## config.mk

```make
export PLATFORM = sky130hd
export DESIGN_NAME = rfc_dev_flat
export DESIGN_NICKNAME = d
export VERILOG_FILES = /design/src/rfc_pkg.sv /design/src/rfc_link_if.sv /design/src/rfc_dev.sv /design/src/flat_wrapper.sv
export SDC_FILE = /design/constraint.sdc
export NUM_CORES = 1
export LEC_CHECK = 0
export ABC_AREA = 1
export BUFFER_PORTS_ARGS = -buffer_cell sky130_fd_sc_hd__buf_4
export CAP_MARGIN = 30
export CORE_MARGIN = 2
export CORE_UTILIZATION = 37
export DETAILED_ROUTE_END_ITERATION = 16
export GPL_TIMING_DRIVEN = 0
export HOLD_SLACK_MARGIN = 0.08
export PLACE_DENSITY = 0.52
export SYNTH_ARGS = -nofsm -noshare
export SYNTH_HDL_FRONTEND = slang
export SYNTH_SLANG_ARGS = --single-unit
```

## constraint.sdc

```tcl
create_clock -name clk_i -period 7.82 [get_ports clk_i]
set_input_delay 0.782 -clock clk_i [delete_from_list [all_inputs] [get_ports clk_i]]
set_output_delay 0.782 -clock clk_i [all_outputs]
set_load 0.03 [all_outputs]
```

## src/rfc_pkg.sv

```systemverilog
/*
 * Shared constants for the receive FIFO read configuration block:
 * link register map, field positions, reset values, host command map.
 * Assumes nothing beyond a SystemVerilog compiler.
 */
`default_nettype none
package rfc_pkg;
	// Device register map on the link (byte offsets)
	localparam logic [7:0]  RFC_OFF_RX_DATA  = 8'h00;
	localparam logic [7:0]  RFC_OFF_RX_STAT  = 8'h40;
	localparam logic [7:0]  RFC_OFF_INT_STS  = 8'h58;
	localparam logic [7:0]  RFC_OFF_INT_EN   = 8'h5c;
	localparam logic [7:0]  RFC_OFF_RX_CFG   = 8'h6c;
	localparam logic [7:0]  RFC_OFF_MAC_CMD  = 8'ha4;
	localparam logic [7:0]  RFC_OFF_MAC_DATA = 8'ha8;
	// Receive configuration fields
	localparam int          RFC_EA_LO        = 30;
	localparam int          RFC_CNT_LO       = 16;
	localparam int          RFC_CNT_W        = 12;
	localparam int          RFC_DISCARD_BIT  = 15;
	localparam logic [1:0]  RFC_EA_4B        = 2'h0;
	localparam logic [1:0]  RFC_EA_16B       = 2'h1;
	localparam logic [1:0]  RFC_EA_32B       = 2'h2;
	// Interrupt status / enable position
	localparam int          RFC_RXD_INT_BIT  = 20;
	// Indirect MAC register command fields
	localparam int          RFC_MCMD_BUSY    = 31;
	localparam int          RFC_MCMD_READ    = 30;
	// Reset values
	localparam logic [31:0] RFC_RX_CFG_RST   = 32'h0000_0000;
	localparam logic [1:0]  RFC_EA_RST       = 2'h0;
	localparam logic [11:0] RFC_CNT_RST      = 12'h000;
	// Host AXI4-Lite register map (byte offsets)
	localparam logic [4:0]  RFC_H_CMD        = 5'h00;
	localparam logic [4:0]  RFC_H_WDATA      = 5'h04;
	localparam logic [4:0]  RFC_H_RDATA      = 5'h08;
	localparam logic [4:0]  RFC_H_STATUS     = 5'h0c;
	localparam logic [4:0]  RFC_H_PKT_LEFT   = 5'h10;
	// Host command fields
	localparam int          RFC_HC_WRITE     = 8;
	// Host status bits
	localparam int          RFC_HS_BUSY      = 0;
	localparam int          RFC_HS_IRQ       = 1;
	localparam int          RFC_HS_FILLER    = 2;
	localparam int          RFC_HS_REFUSED   = 3;
	// Host link state
	typedef enum logic [1:0] {
		RFC_H_IDLE = 2'b01,
		RFC_H_WAIT = 2'b10
	} rfc_hstate_e;
endpackage
`default_nettype wire

```

## src/rfc_link_if.sv

```systemverilog
/*
 * Register link between the host end and the device end.
 * Assumes both ends share clk and nrst; request held until ack pulse.
 */
`timescale 1ns/100ps
`default_nettype none
interface rfc_link_if (
	input wire logic clk,
	input wire logic nrst
);
	logic        req;
	logic        we;
	logic [7:0]  addr;
	logic [31:0] wdata;
	logic        ack;
	logic [31:0] rdata;
	logic        irq;

	modport dev  (input req, we, addr, wdata, output ack, rdata, irq);
	modport host (output req, we, addr, wdata, input ack, rdata, irq);
endinterface
`default_nettype wire

```

## src/rfc_dev.sv

```systemverilog
/*
 * Device end: receive data and status FIFOs drained over the link,
 * end-alignment padding, down-counting DMA word count with interrupt,
 * force discard, and indirect access to internal MAC registers.
 * Assumes a host that holds req until ack and one clock for all.
 */
// How it works
// Alignment code picks 4, 16 or 32 bytes
// Device appends filler words up to boundary
// Host discards filler after last real word
// Host sets alignment only between packets
// Twelve-bit word count raises DMA interrupt
// Count drops one per word read
// Rewriting count restarts countdown from new value
// Discard empties both FIFOs, pointers zero
// Discard bit reads zero, self-clearing
// MAC registers reached via command/data pair
// Enable bit 20 gates DMA interrupt
// Reserved bits zero; code 11 means 4-byte
`timescale 1ns/100ps
`default_nettype none
module rfc_dev
	import rfc_pkg::*;
#(
	parameter int DATA_DEPTH = 16,
	parameter int STAT_DEPTH = 4,
	parameter int MAC_REGS   = 8
) (
	input  wire logic        clk_i,
	input  wire logic        nrst_i,
	rfc_link_if.dev          link,
	input  wire logic [31:0] rx_data_i,
	input  wire logic        rx_last_i,
	input  wire logic        rx_valid_i,
	output logic             rx_ready_o
);
	localparam int DAW = $clog2(DATA_DEPTH);
	localparam int SAW = $clog2(STAT_DEPTH);
	localparam int MAW = $clog2(MAC_REGS);

	logic [32:0]          dmem [DATA_DEPTH];
	logic [31:0]          smem [STAT_DEPTH];
	logic [31:0]          mac_q [MAC_REGS];
	logic [DAW:0]         dwp_q, drp_q;
	logic [SAW:0]         swp_q, srp_q;
	logic [15:0]          plen_q;
	logic [2:0]           bcnt_q, pad_q, amask, nfill;
	logic [1:0]           ea_q;
	logic [RFC_CNT_W-1:0] cnt_q;
	logic                 sts_q, en_q, ack_q;
	logic [31:0]          rdata_q, mdata_q;
	logic                 mbusy_q, mread_q;
	logic [MAW-1:0]       midx_q;
	logic                 d_empty, d_full, s_empty, s_full, push;
	logic                 take, wr, rd, data_rd, filler, pop, word_rd;
	logic                 cfg_wr, discard, stat_rd, rxd_evt;

	// FIFO occupancy from pointers with a wrap bit
	assign d_empty = dwp_q == drp_q;
	assign d_full  = (dwp_q[DAW] != drp_q[DAW]) && (dwp_q[DAW-1:0] == drp_q[DAW-1:0]);
	assign s_empty = swp_q == srp_q;
	assign s_full  = (swp_q[SAW] != srp_q[SAW]) && (swp_q[SAW-1:0] == srp_q[SAW-1:0]);
	// Last word also needs a status slot, so stall it on a full status FIFO
	assign rx_ready_o = !d_full && !(rx_last_i && s_full);
	assign push       = rx_valid_i && rx_ready_o;

	// Link decode; ack_q blocks re-taking the still-held request
	assign take    = link.req && !ack_q;
	assign wr      = take && link.we;
	assign rd      = take && !link.we;
	assign data_rd = rd && link.addr == RFC_OFF_RX_DATA;
	assign stat_rd = rd && link.addr == RFC_OFF_RX_STAT && !s_empty;
	assign filler  = pad_q != 3'h0;
	assign pop     = data_rd && !filler && !d_empty;
	assign word_rd = pop || (data_rd && filler);
	assign cfg_wr  = wr && link.addr == RFC_OFF_RX_CFG;
	assign discard = cfg_wr && link.wdata[RFC_DISCARD_BIT];

	// Boundary in words less one; reserved code falls back to 4 bytes
	always_comb begin
		unique case (ea_q)
			RFC_EA_16B: amask = 3'h3;
			RFC_EA_32B: amask = 3'h7;
			default:    amask = 3'h0;
		endcase
		nfill = (3'h0 - (bcnt_q + 3'h1)) & amask;
	end

	// Data FIFO storage; bit 32 marks the last word of a buffer
	always_ff @(posedge clk_i) begin
		if (push) begin
			dmem[dwp_q[DAW-1:0]] <= {rx_last_i, rx_data_i};
		end
	end

	// Status FIFO storage: word length of each buffer
	always_ff @(posedge clk_i) begin
		if (push && rx_last_i) begin
			smem[swp_q[SAW-1:0]] <= {16'h0000, plen_q + 16'h0001};
		end
	end

	// Pointers; discard wins over a push or pop in the same cycle
	always_ff @(posedge clk_i or negedge nrst_i) begin
		if (!nrst_i) begin
			dwp_q  <= '0;
			drp_q  <= '0;
			swp_q  <= '0;
			srp_q  <= '0;
			plen_q <= 16'h0000;
		end else if (discard) begin
			dwp_q  <= '0;
			drp_q  <= '0;
			swp_q  <= '0;
			srp_q  <= '0;
			plen_q <= 16'h0000;
		end else begin
			if (push) begin
				dwp_q  <= dwp_q + 1'b1;
				plen_q <= rx_last_i ? 16'h0000 : plen_q + 16'h0001;
			end
			if (push && rx_last_i) begin
				swp_q <= swp_q + 1'b1;
			end
			if (pop) begin
				drp_q <= drp_q + 1'b1;
			end
			if (stat_rd) begin
				srp_q <= srp_q + 1'b1;
			end
		end
	end

	// Buffer position and pending filler words
	always_ff @(posedge clk_i or negedge nrst_i) begin
		if (!nrst_i) begin
			bcnt_q <= 3'h0;
			pad_q  <= 3'h0;
		end else if (discard) begin
			bcnt_q <= 3'h0;
			pad_q  <= 3'h0;
		end else if (data_rd && filler) begin
			pad_q <= pad_q - 3'h1;
		end else if (pop && dmem[drp_q[DAW-1:0]][32]) begin
			pad_q  <= nfill;
			bcnt_q <= 3'h0;
		end else if (pop) begin
			bcnt_q <= bcnt_q + 3'h1;
		end
	end

	// Alignment setting; host must not change it mid-packet
	always_ff @(posedge clk_i or negedge nrst_i) begin
		if (!nrst_i) begin
			ea_q <= RFC_EA_RST;
		end else if (cfg_wr) begin
			ea_q <= link.wdata[RFC_EA_LO +: 2];
		end
	end

	// DMA word count; a write restarts it from the new value
	always_ff @(posedge clk_i or negedge nrst_i) begin
		if (!nrst_i) begin
			cnt_q <= RFC_CNT_RST;
		end else if (cfg_wr) begin
			cnt_q <= link.wdata[RFC_CNT_LO +: RFC_CNT_W];
		end else if (word_rd && cnt_q != '0) begin
			cnt_q <= cnt_q - 1'b1;
		end
	end
	assign rxd_evt = word_rd && !cfg_wr && cnt_q == RFC_CNT_W'(1);

	// Sticky status, write one to clear; a new event beats the clear
	always_ff @(posedge clk_i or negedge nrst_i) begin
		if (!nrst_i) begin
			sts_q <= 1'b0;
			en_q  <= 1'b0;
		end else begin
			if (rxd_evt) begin
				sts_q <= 1'b1;
			end else if (wr && link.addr == RFC_OFF_INT_STS && link.wdata[RFC_RXD_INT_BIT]) begin
				sts_q <= 1'b0;
			end
			if (wr && link.addr == RFC_OFF_INT_EN) begin
				en_q <= link.wdata[RFC_RXD_INT_BIT];
			end
		end
	end
	assign link.irq = sts_q && en_q;

	// Indirect MAC access: command kicks a one-cycle transfer
	always_ff @(posedge clk_i or negedge nrst_i) begin
		if (!nrst_i) begin
			mbusy_q <= 1'b0;
			mread_q <= 1'b0;
			midx_q  <= '0;
			mdata_q <= 32'h0000_0000;
		end else if (mbusy_q) begin
			mbusy_q <= 1'b0;
			if (mread_q) begin
				mdata_q <= mac_q[midx_q];
			end
		end else if (wr && link.addr == RFC_OFF_MAC_CMD && link.wdata[RFC_MCMD_BUSY]) begin
			mbusy_q <= 1'b1;
			mread_q <= link.wdata[RFC_MCMD_READ];
			midx_q  <= link.wdata[MAW-1:0];
		end else if (wr && link.addr == RFC_OFF_MAC_DATA) begin
			mdata_q <= link.wdata;
		end
	end

	// MAC register bank, written only through the command path
	always_ff @(posedge clk_i or negedge nrst_i) begin
		if (!nrst_i) begin
			for (int i = 0; i < MAC_REGS; i++) begin
				mac_q[i] <= 32'h0000_0000;
			end
		end else if (mbusy_q && !mread_q) begin
			mac_q[midx_q] <= mdata_q;
		end
	end

	// Read answer, registered; unmapped and underrun read zero
	always_ff @(posedge clk_i or negedge nrst_i) begin
		if (!nrst_i) begin
			ack_q   <= 1'b0;
			rdata_q <= 32'h0000_0000;
		end else begin
			ack_q <= take;
			if (rd) begin
				unique case (link.addr)
					RFC_OFF_RX_DATA:  rdata_q <= pop ? dmem[drp_q[DAW-1:0]][31:0] : 32'h0000_0000;
					RFC_OFF_RX_STAT:  rdata_q <= s_empty ? 32'h0000_0000 : smem[srp_q[SAW-1:0]];
					RFC_OFF_INT_STS:  rdata_q <= 32'(sts_q) << RFC_RXD_INT_BIT;
					RFC_OFF_INT_EN:   rdata_q <= 32'(en_q) << RFC_RXD_INT_BIT;
					// Discard and reserved bits read zero
					RFC_OFF_RX_CFG:   rdata_q <= {ea_q, 2'h0, cnt_q, 16'h0000};
					RFC_OFF_MAC_CMD:  rdata_q <= {mbusy_q, mread_q, 30'(midx_q)};
					RFC_OFF_MAC_DATA: rdata_q <= mdata_q;
					default:          rdata_q <= 32'h0000_0000;
				endcase
			end
		end
	end
	assign link.ack   = ack_q;
	assign link.rdata = rdata_q;
endmodule
`default_nettype wire

```

## src/flat_wrapper.sv

```systemverilog
// flat-port wrapper written by rule: the top's interface ports become plain ports
module rfc_dev_flat import rfc_pkg::*;
#(
	parameter int DATA_DEPTH = 16,
	parameter int STAT_DEPTH = 4,
	parameter int MAC_REGS   = 8
)
  (clk_i, nrst_i, rx_data_i, rx_last_i, rx_valid_i, rx_ready_o, clk, nrst, link_req, link_we, link_addr, link_wdata, link_ack, link_rdata, link_irq);
  rfc_link_if link_i (.clk(clk), .nrst(nrst));
  input  wire logic clk_i;
  input  wire logic nrst_i;
  input  wire logic [31:0] rx_data_i;
  input  wire logic rx_last_i;
  input  wire logic rx_valid_i;
  output logic rx_ready_o;
  input wire logic clk;
  input wire logic nrst;
  input wire logic [$bits(link_i.req)-1:0] link_req;
  input wire logic [$bits(link_i.we)-1:0] link_we;
  input wire logic [$bits(link_i.addr)-1:0] link_addr;
  input wire logic [$bits(link_i.wdata)-1:0] link_wdata;
  output wire logic [$bits(link_i.ack)-1:0] link_ack;
  output wire logic [$bits(link_i.rdata)-1:0] link_rdata;
  output wire logic [$bits(link_i.irq)-1:0] link_irq;
  assign link_i.req = link_req;
  assign link_i.we = link_we;
  assign link_i.addr = link_addr;
  assign link_i.wdata = link_wdata;
  assign link_ack = link_i.ack;
  assign link_rdata = link_i.rdata;
  assign link_irq = link_i.irq;
  rfc_dev #(.DATA_DEPTH(DATA_DEPTH), .STAT_DEPTH(STAT_DEPTH), .MAC_REGS(MAC_REGS)) u_core (.clk_i(clk_i), .nrst_i(nrst_i), .link(link_i), .rx_data_i(rx_data_i), .rx_last_i(rx_last_i), .rx_valid_i(rx_valid_i), .rx_ready_o(rx_ready_o));
endmodule
```

Word level (Yosys, flattened, before mapping)
Memory sizes are Yosys's and may differ from the RTL's.
Cells that the tools add are included.
Operators by class
  add/sub/neg operators: 9
  order comparisons: 2
  equal/unequal tests: 18
  muxes and demuxes: 42
  bitwise gates (word level): 3
  reduce and logical (&&, ||, !) cells: 55
Operators with widths (number)
  $mux W32: 9
  $bwmux W256: 1
  $pmux W32 S7: 1
  $bmux W32 S3: 1
  $demux W32 S3: 1
  $mux W16: 3
  $mux W3: 11
  $eq A8 B7 Y1 const B: 4
  $logic_and A1 B1 Y1: 30
  $mux W12: 2
  $mux W5: 4
  $add A16 B1 Y16 const B: 1
  $eq A8 B8 Y1 const B: 2
  $reduce_bool A2 Y1: 7
  $eq A12 B1 Y1 const B: 1
  $reduce_bool A12 Y1: 1
  $sub A12 B1 Y12 const B: 1
  $add A5 B1 Y5 const B: 2
  $add A3 B1 Y3 const B: 3
  $logic_not A1 Y1: 9
  $reduce_bool A3 Y1: 3
  $logic_not A8 Y1: 1
  $mux W1: 8
  $pmux W3 S2: 1
  19 further kinds: 22
Storage, ports and cells
  bits in registers: 380
  memory bits (writable): 592
  input bits: 80
  output and inout bits: 35
  memories: 2
Memory list
  u_core.dmem: words 16, bits a word 33, read ports 1, clocked after Yosys merged registers in 0, wr ports 1, RTL line rfc_dev.sv:41  | logic [32:0] dmem [DATA_DEPTH];
  u_core.smem: words 4, bits a word 16, read ports 1, clocked after Yosys merged registers in 0, wr ports 1, RTL line rfc_dev.sv:42  | logic [31:0] smem [STAT_DEPTH];

Logic depth before layout (Yosys ltp)
Gate-level depths: netlist (run 1).
  depth after elaboration: 10
  depth in mapped cells: 14

Least setup slack after synthesis (run 1)
OpenSTA, ideal clock, no wires.
  path kind: input port to flip-flop
  start point: input port rx_last_i
  end point: memory u_core.dmem[0][0], enable pin
  arrival: 2.890 ns
  data required time: 7.397 ns
  path slack: 4.507 ns
  stages: 8
  cells stage by stage: inv_1 -> nor2_1 -> nand3_1 -> nand2_1 -> nor2_1 -> buf_2 -> nand2_1 -> nor2_1
Between the ends
  cells in the longest elaborated chain, start to end: 6
RTL lines
  from (decl): RTL line flat_wrapper.sv:13  | input wire logic rx_last_i;
  $logic_and A1 B1 Y1: RTL line rfc_dev.sv:64  | assign rx_ready_o = !d_full && !(rx_last_i && s_full);
  $logic_not A1 Y1: RTL line rfc_dev.sv:64
  $logic_and A1 B1 Y1: RTL line rfc_dev.sv:64
  $logic_and A1 B1 Y1: RTL line rfc_dev.sv:65  | assign push = rx_valid_i && rx_ready_o;
  $mux W1: RTL line rfc_dev.sv:91  | if (push) begin
  $mux W1 (not written as such): RTL line rfc_dev.sv:92  | dmem[dwp_q[DAW-1:0]] <= {rx_last_i, rx_data_i};
  to (decl): RTL line rfc_dev.sv:41
Every way passes these cells.

Worst setup path in the final report (run 1)
  start point: register u_core.drp_q[1]
  end point: output port rx_ready_o
Between the ends
  cells in the longest elaborated chain, start to end: 4
RTL lines
  from (decl): RTL line rfc_dev.sv:44  | logic [DAW:0] dwp_q, drp_q;
  from (signal assigned): RTL line rfc_dev.sv:126  | drp_q <= drp_q + 1'b1;
  $eq A4 B4 Y1: RTL line rfc_dev.sv:60  | assign d_full = (dwp_q[DAW] != drp_q[DAW]) && (dwp_q[DAW-1:0] == drp_q[DAW-1:0]);
  $logic_and A1 B1 Y1: RTL line rfc_dev.sv:60
  $logic_not A1 Y1: RTL line rfc_dev.sv:64
  $logic_and A1 B1 Y1: RTL line rfc_dev.sv:64
  to (decl): RTL line flat_wrapper.sv:15  | output logic rx_ready_o;
Every way passes these cells.

==> results.yml, run 1 <==
outcome:
  status: "finished, final reports clean"
cts:
  cts_setup_buffers: 0
  clockRootBuffer: "clkbuf_16"
  cts_hold_buf: 0
  clk_latency_ns: 0.71
  path_clk_slew_ns: 0.06
  cts_made_buffers: 104
  post_cts_resized: 0
  cts_tree: "built"
  clock_sinks: 972
  cts_buffer_depth: 3
  htree_num_levels: 3
finish:
  nNetsFinal: 4608
  insertedDiodeCount: 0
  drive_above_1_share: 0.0942
  finalNonFillerCells: 6096
  area_growth_pct: 15.9
timing:
  tightest_slew_ns: 1.02
  fmax_mhz: 283
  setup_viol: 0
  slew_violations: 0
  post-route-period-util: 0.452
  fin_ws_ns: 4.28
  fin_setup_tns_ns: 0
  hold_viol: 0
  hold_slack_ns: 0.0686
  fin_skew_ns: 0.0445
  slew_headroom: 0.313
  layout_min_cycle_time_ns: 3.54
  rsz0062_at_grt: "false"
grt:
  grt_usage: 0.233
  grt_first_pass_wirelength_um: 202000
  grt_max_degree: 112
  gr-total-overflow: 0
  grt_pass1_vias: 30800
  antenna_found_initial: 6
routing:
  dr.pass1.iters: 7
  wl_per_cell_um: 22.2
  initialDrtViolationCount: 2821
  drc_errors: 0
  routed_wl_um: 136000
  vias: 31400
  vias_per_cell: 5.15
  final_antenna_net_count: 0
synthesis:
  yosysMostFrequentCell: "nand2_1"
  async_reset_ff_frac: 0.391
  yosysTopAreaCellShare: 0.423
  yosysSeqAreaShare: 0.650
  synth_cell_type_count: 37
  syn_avg_cell_area_um2: 9.84
  synth-seq-cells: 972
  yosys.area.top_type: "edfxtp_1"
  synth_commonest_cells: "nand2_1 (1421), edfxtp_1 (592), nand3_1 (453)"
  netlist_instances: 4269
  ys_top_cells_by_area: "edfxtp_1 (42%), dfrtp_1 (23%), nand2_1 (13%)"
  synth_enable_flop_cells: 592
  dominantRegCellSynth: "edfxtp_1"
  syn-num-nets: 4368
  synth_area_mm2: 0.0420
  synth.yosys.warnings: 0
power:
  power_leakage_uw: 0.0203
  power_density_mw_per_mm2: 244
  ir_worst_vdd_v: 0.000211
  finalPower_uw: 11900
critical_path:
  path_max_fanout: 9
  cp_slowest_cell: "buf_2"
  critical_path_required_ns: 7.04
  crit_path_frequent_cell: "nand2_1"
  path_cells: "buf_2 > inv_2 > nand2_1 > nand2_1 > nor2_1 > nand3_1 > nand2_1 > inv_1 > buf_4"
  crit_arrival_ns: 2.75
  cpPeakStageDelay_ns: 0.37
  worstSetupEndpointType: "output pin"
  cp-start-kind: "flip-flop"
  critical_path_class: "flip-flop to output pin"
place:
  hpwl_um: 93000
  io_buffers: 112
  detailedPlace.worstSlack_ns: 4.42
  dp.cells: 5903
  gp_congestion: 0.908
floorplan:
  rows: 123
  start_util: 0.373
  fp.dieArea_mm2: 0.116
  fp.dieH_um: 341
  core_area_mm2: 0.112
  die_w_um: 341
  pin_count: 115
hold_path:
  hp-class: "input port to async pin"
run:
  maxCapViolations: 0
==> state kept, by name, summed over array words and instances, names as in the netlist <==
signal	count
u_core.swp_q	3
u_core.midx_q	3
u_core.link.rdata	32
u_core.cnt_q	12
u_core.mdata_q	32
u_core.pad_q	3
u_core.drp_q	5
u_core.srp_q	3
u_core.mbusy_q	1
u_core.bcnt_q	3
u_core.en_q	1
u_core.mac_q	256
u_core.sts_q	1
u_core.plen_q	16
u_core.mread_q	1
u_core.dmem	528
u_core.ea_q	2
u_core.link.ack	1
u_core.dwp_q	5
u_core.smem	64
==> critical path, delay by kind of cell (launching register included) <==
family / cells / cell delay [ns]
flops: 1 / 0.36
buf+inv: 4 / 0.99
simple gates: 5 / 0.69
==> stage by stage <==
stage           util  area (um2)
2_1_floorplan      -       42000
3_3_place_gp   0.397       44700
3_5_place_dp   0.403       45300
4_1_cts        0.433       48700
5_1_grt        0.433       48700
6_report       0.433       48700
==> area by class of cell <==
| class | instances | area (um2) |
|---|---|---|
| Clock inverter | 40 | 394 |
| Clock buffer | 153 | 2970 |
| Sequential cell | 972 | 27300 |
| Timing Repair Buffer | 134 | 1330 |
| Fill cell | 10800 | 63800 |
| Inverter | 280 | 1050 |
| Buffer | 240 | 1010 |
| Tap cell | 1500 | 1880 |
| Multi-Input combinational cell | 2777 | 12800 |
==> per-layer routing <==
metal  global-route usage  part of all wire  vias up
li1                     -                 -    14800
met1                0.314              0.43    15200
met2                0.385              0.47     1087
met3               0.0379             0.064      269
met4               0.0744             0.031       10
met5                    0           0.00044        -
==> final timing paths <==
kind	slack [ns]	depth (start not counted)	startpoint	end
setup / recovery	4.28	9	u_core.drp_q[1]	rx_ready_o
setup reg to reg	4.41	12	u_core.drp_q[1]	u_core.dmem[8][13]
hold / removal	0.07	1	nrst_i	u_core.mac_q[27]
min in group clk_i	0.30	3	link_wdata[1]	u_core.midx_q[1]
hold reg to reg	0.48	2	u_core.link.rdata[6]	u_core.link.rdata[6]
max in group asynchronous	6.34	3	nrst_i	u_core.plen_q[8]
==> power by group <==
| group | internal, uW | leakage (uW) | switching (uW) | total, uW |
|---|---|---|---|---|
| clock | 2770 | 0.00164 | 2120 | 4900 |
| combinational | 288 | 0.00805 | 806 | 1090 |
| sequential | 5780 | 0.0106 | 94.6 | 5870 |
==> placed cells by master (no fill, tap or decap), drive strengths merged <==
cell and n:
bufinv 4, nand4 13, o2111ai 31, dfrtp 380
o22a 1, nand2 1430, or2 24, clkinv 32
o211ai 95, a22o 1, a21oi 55, o22ai 16
nand3 454, nor2 212, xor2 20, o21ai 374
ha 19, nor3 20, nand3b 3, clkinvlp 4
inv 280, xnor2 9, buf 245, clkbuf 282
edfxtp 592
==> cell families after synthesis <==
group	share of synthesized area
AO/OA/AOI/OAI	0.0777
XOR/XNOR	0.00605
adder cells (fa/ha/maj)	0.00566
buffers and inverters	0.0492
flip-flops	0.650
AND/OR/NAND/NOR	0.211
Power figures use the tool's default switching activity.
==> inputs of run 2 (changes only) <==
- ABC_AREA: 1 -> 0
- clock period: 7.82 -> 3.69 ns (I/O delays scaled with it)
==> run 2 against run 1 <==
Via count down 27%. Clock-buffer cell count down 12. Sequential cell count unchanged. Largest cell class unchanged. Highest routed layer unchanged.
==> results.yml, run 2 <==
timing:
  fin_ws_ns: 0.214
  hold_viol: 0
  layout_min_cycle_time_ns: 3.48
  slew_violations: 0
  post-route-period-util: 0.942
  setup_viol: 0
  slew_headroom: 0.351
  tightest_slew_ns: 0.974
  rsz0062_at_grt: "false"
  fmax_mhz: 288
  fin_skew_ns: 0.0275
routing:
  initialDrtViolationCount: 1876
  dr.pass1.iters: 5
  routed_wl_um: 109000
  vias: 22800
  wl_per_cell_um: 26.1
  vias_per_cell: 5.45
  final_antenna_net_count: 0
  drc_errors: 0
finish:
  area_growth_pct: 19.3
  mostFrequentLayoutCells: "edfxtp_1 (592), dfrtp_1 (380), mux2_2 (271), mux4_2 (231), nand2_1 (132)"
  nNetsFinal: 2784
  drive_above_1_share: 0.323
  largest_reg_flops: 528
  final_common_cell: "edfxtp_1"
  stdcell_area_mm2: 0.0484
cts:
  htree_num_levels: 3
  path_clk_slew_ns: 0.06
  post_cts_resized: 0
  clock_sinks: 972
  cts_buffer_depth: 3
  cts_made_buffers: 104
  clockRootBuffer: "clkbuf_16"
  cts_tree: "built"
  clk_latency_ns: 0.68
synthesis:
  syn_avg_cell_area_um2: 17.3
  syn-num-nets: 2449
  async_reset_ff_frac: 0.391
  synth_cell_type_count: 65
  dominantRegCellSynth: "edfxtp_1"
  yosysMostFrequentCell: "edfxtp_1"
  synth_commonest_cells: "edfxtp_1 (592), dfrtp_1 (380), mux2_2 (271)"
  synth.yosys.warnings: 0
  netlist_instances: 2350
  ys_top_cells_by_area: "edfxtp_1 (44%), dfrtp_1 (23%), mux4_2 (13%)"
  synth_area_mm2: 0.0406
  yosysSeqAreaShare: 0.672
  synth_enable_flop_cells: 592
  synth-seq-cells: 972
  yosysTopAreaCellShare: 0.438
  yosys.area.top_type: "edfxtp_1"
place:
  gp_congestion: 0.828
  hpwl_um: 73400
  dpl-instance-area_mm2: 0.0442
  detailedPlace.worstSlack_ns: -0.0535
  io_buffers: 111
floorplan:
  pin_count: 115
  start_util: 0.373
  die_w_um: 335
  fp.dieArea_mm2: 0.112
  core_area_mm2: 0.109
  rows: 121
  fp.dieH_um: 335
power:
  power_density_mw_per_mm2: 525
  ir_worst_vdd_v: 0.000332
  power_leakage_uw: 0.0180
critical_path:
  cp-start-kind: "flip-flop"
  r2r_slack_ns: 0.21
  crit_arrival_ns: 3.87
  critical_path_required_ns: 4.08
  critical_path_class: "flip-flop to flip-flop"
  path_max_fanout: 11
  r2r-start: "u_core.srp_q[0]"
  r2r_end: "u_core.dmem[0][23]"
  worstSetupEndpointType: "flip-flop"
  worstRegToRegCells: 10
hold_path:
  hp-class: "input port to flip-flop"
  hp-start: "link_wdata[15]"
  hold_depth: 3
  whs_endpoint: "u_core.mdata_q[15]"
grt:
  grt_first_pass_wirelength_um: 160000
  grt_pass1_vias: 23700
  grt_usage: 0.195
  gr-total-overflow: 0
  grt_max_degree: 124
  antenna_found_initial: 6
run:
  maxCapViolations: 0
outcome:
  status: "finished, final reports clean"
[run 2: repair_timing]
action | 4_1_cts | 5_1_grt
pin swaps | 2 | 7
hold endpoints to repair | 644 | 0
hold buffers | 66 | 0
buffers inserted | 1 | 13
endpoints found under the setup margin | 26 | 107
gates cloned | 0 | 0
[run 2: layout make-up]
type | instances | area [um2]
Multi-Input combinational cell | 1179 | 12600
Tap cell | 1414 | 1770
Clock inverter | 50 | 524
Sequential cell | 972 | 27300
Clock buffer | 141 | 2880
Timing Repair Buffer | 229 | 2510
Inverter | 27 | 101
Buffer | 172 | 732
Antenna cell | 2 | 5.00
Fill cell | 9434 | 60400
[run 2: worst max path at each step]
stage | from | endpoint
detailed placement | u_core.srp_q[0] | u_core.dmem[2][26]
global route | u_core.srp_q[0] | u_core.dmem[0][23]
CTS | u_core.srp_q[0] | u_core.dmem[4][24]
floorplan | u_core.srp_q[0] | u_core.dmem[13][0]
global placement | u_core.srp_q[0] | u_core.dmem[14][6]
finish | u_core.srp_q[0] | u_core.dmem[0][23]
[run 2: critical path: stages, from the launching register on]
cell,delay [ns]
dfrtp_1,0.35
buf_2,0.36
xor2_1,0.27
o41a_1,0.29
a21boi_1,0.25
clkbuf_1,0.39
nand2_1,0.35
nor3_4,0.36
buf_16,0.20
buf_16,0.17
buf_16,0.16
[run 2: cells by family after synthesis]
group	synth area share
fa+ha+maj	0.00586
simple gates	0.0394
buf+inv	0.0205
compound gates	0.0393
xor+xnor	0.00734
flops	0.672
mux	0.215
[run 2: where the power goes]
| part | internal [uW] | switching, uW |
|---|---|---|
| registers | 12300 | 222 |
| logic | 911 | 1530 |
| clock network | 6100 | 4340 |
[run 2: per-layer routing]
| metal | part of all wire | routed length (um) | track usage | up-vias |
|---|---|---|---|---|
| met1 | 0.43 | 46900 | 0.263 | 12200 |
| met5 | 0.00018 | 20 | 0 | - |
| met2 | 0.50 | 54600 | 0.330 | 574 |
| met4 | 0.025 | 2730 | 0.0517 | 4 |
| li1 | - | - | - | 9878 |
| met3 | 0.045 | 4910 | 0.0278 | 168 |
[run 2: through the flow]
step,hold slack (ns),total power [uW],std cells,setup TNS (ns),utilization
floorplan,0.0734,13800,2350,0,-
global placement,0.461,14800,3875,-1599.18,0.397
detailed placement,0.362,15100,3912,-0.688,0.406
CTS,0.0859,25700,4170,0,0.444
global route,0.137,26400,4185,0,0.445
finish,0.123,25400,4186,0,0.445
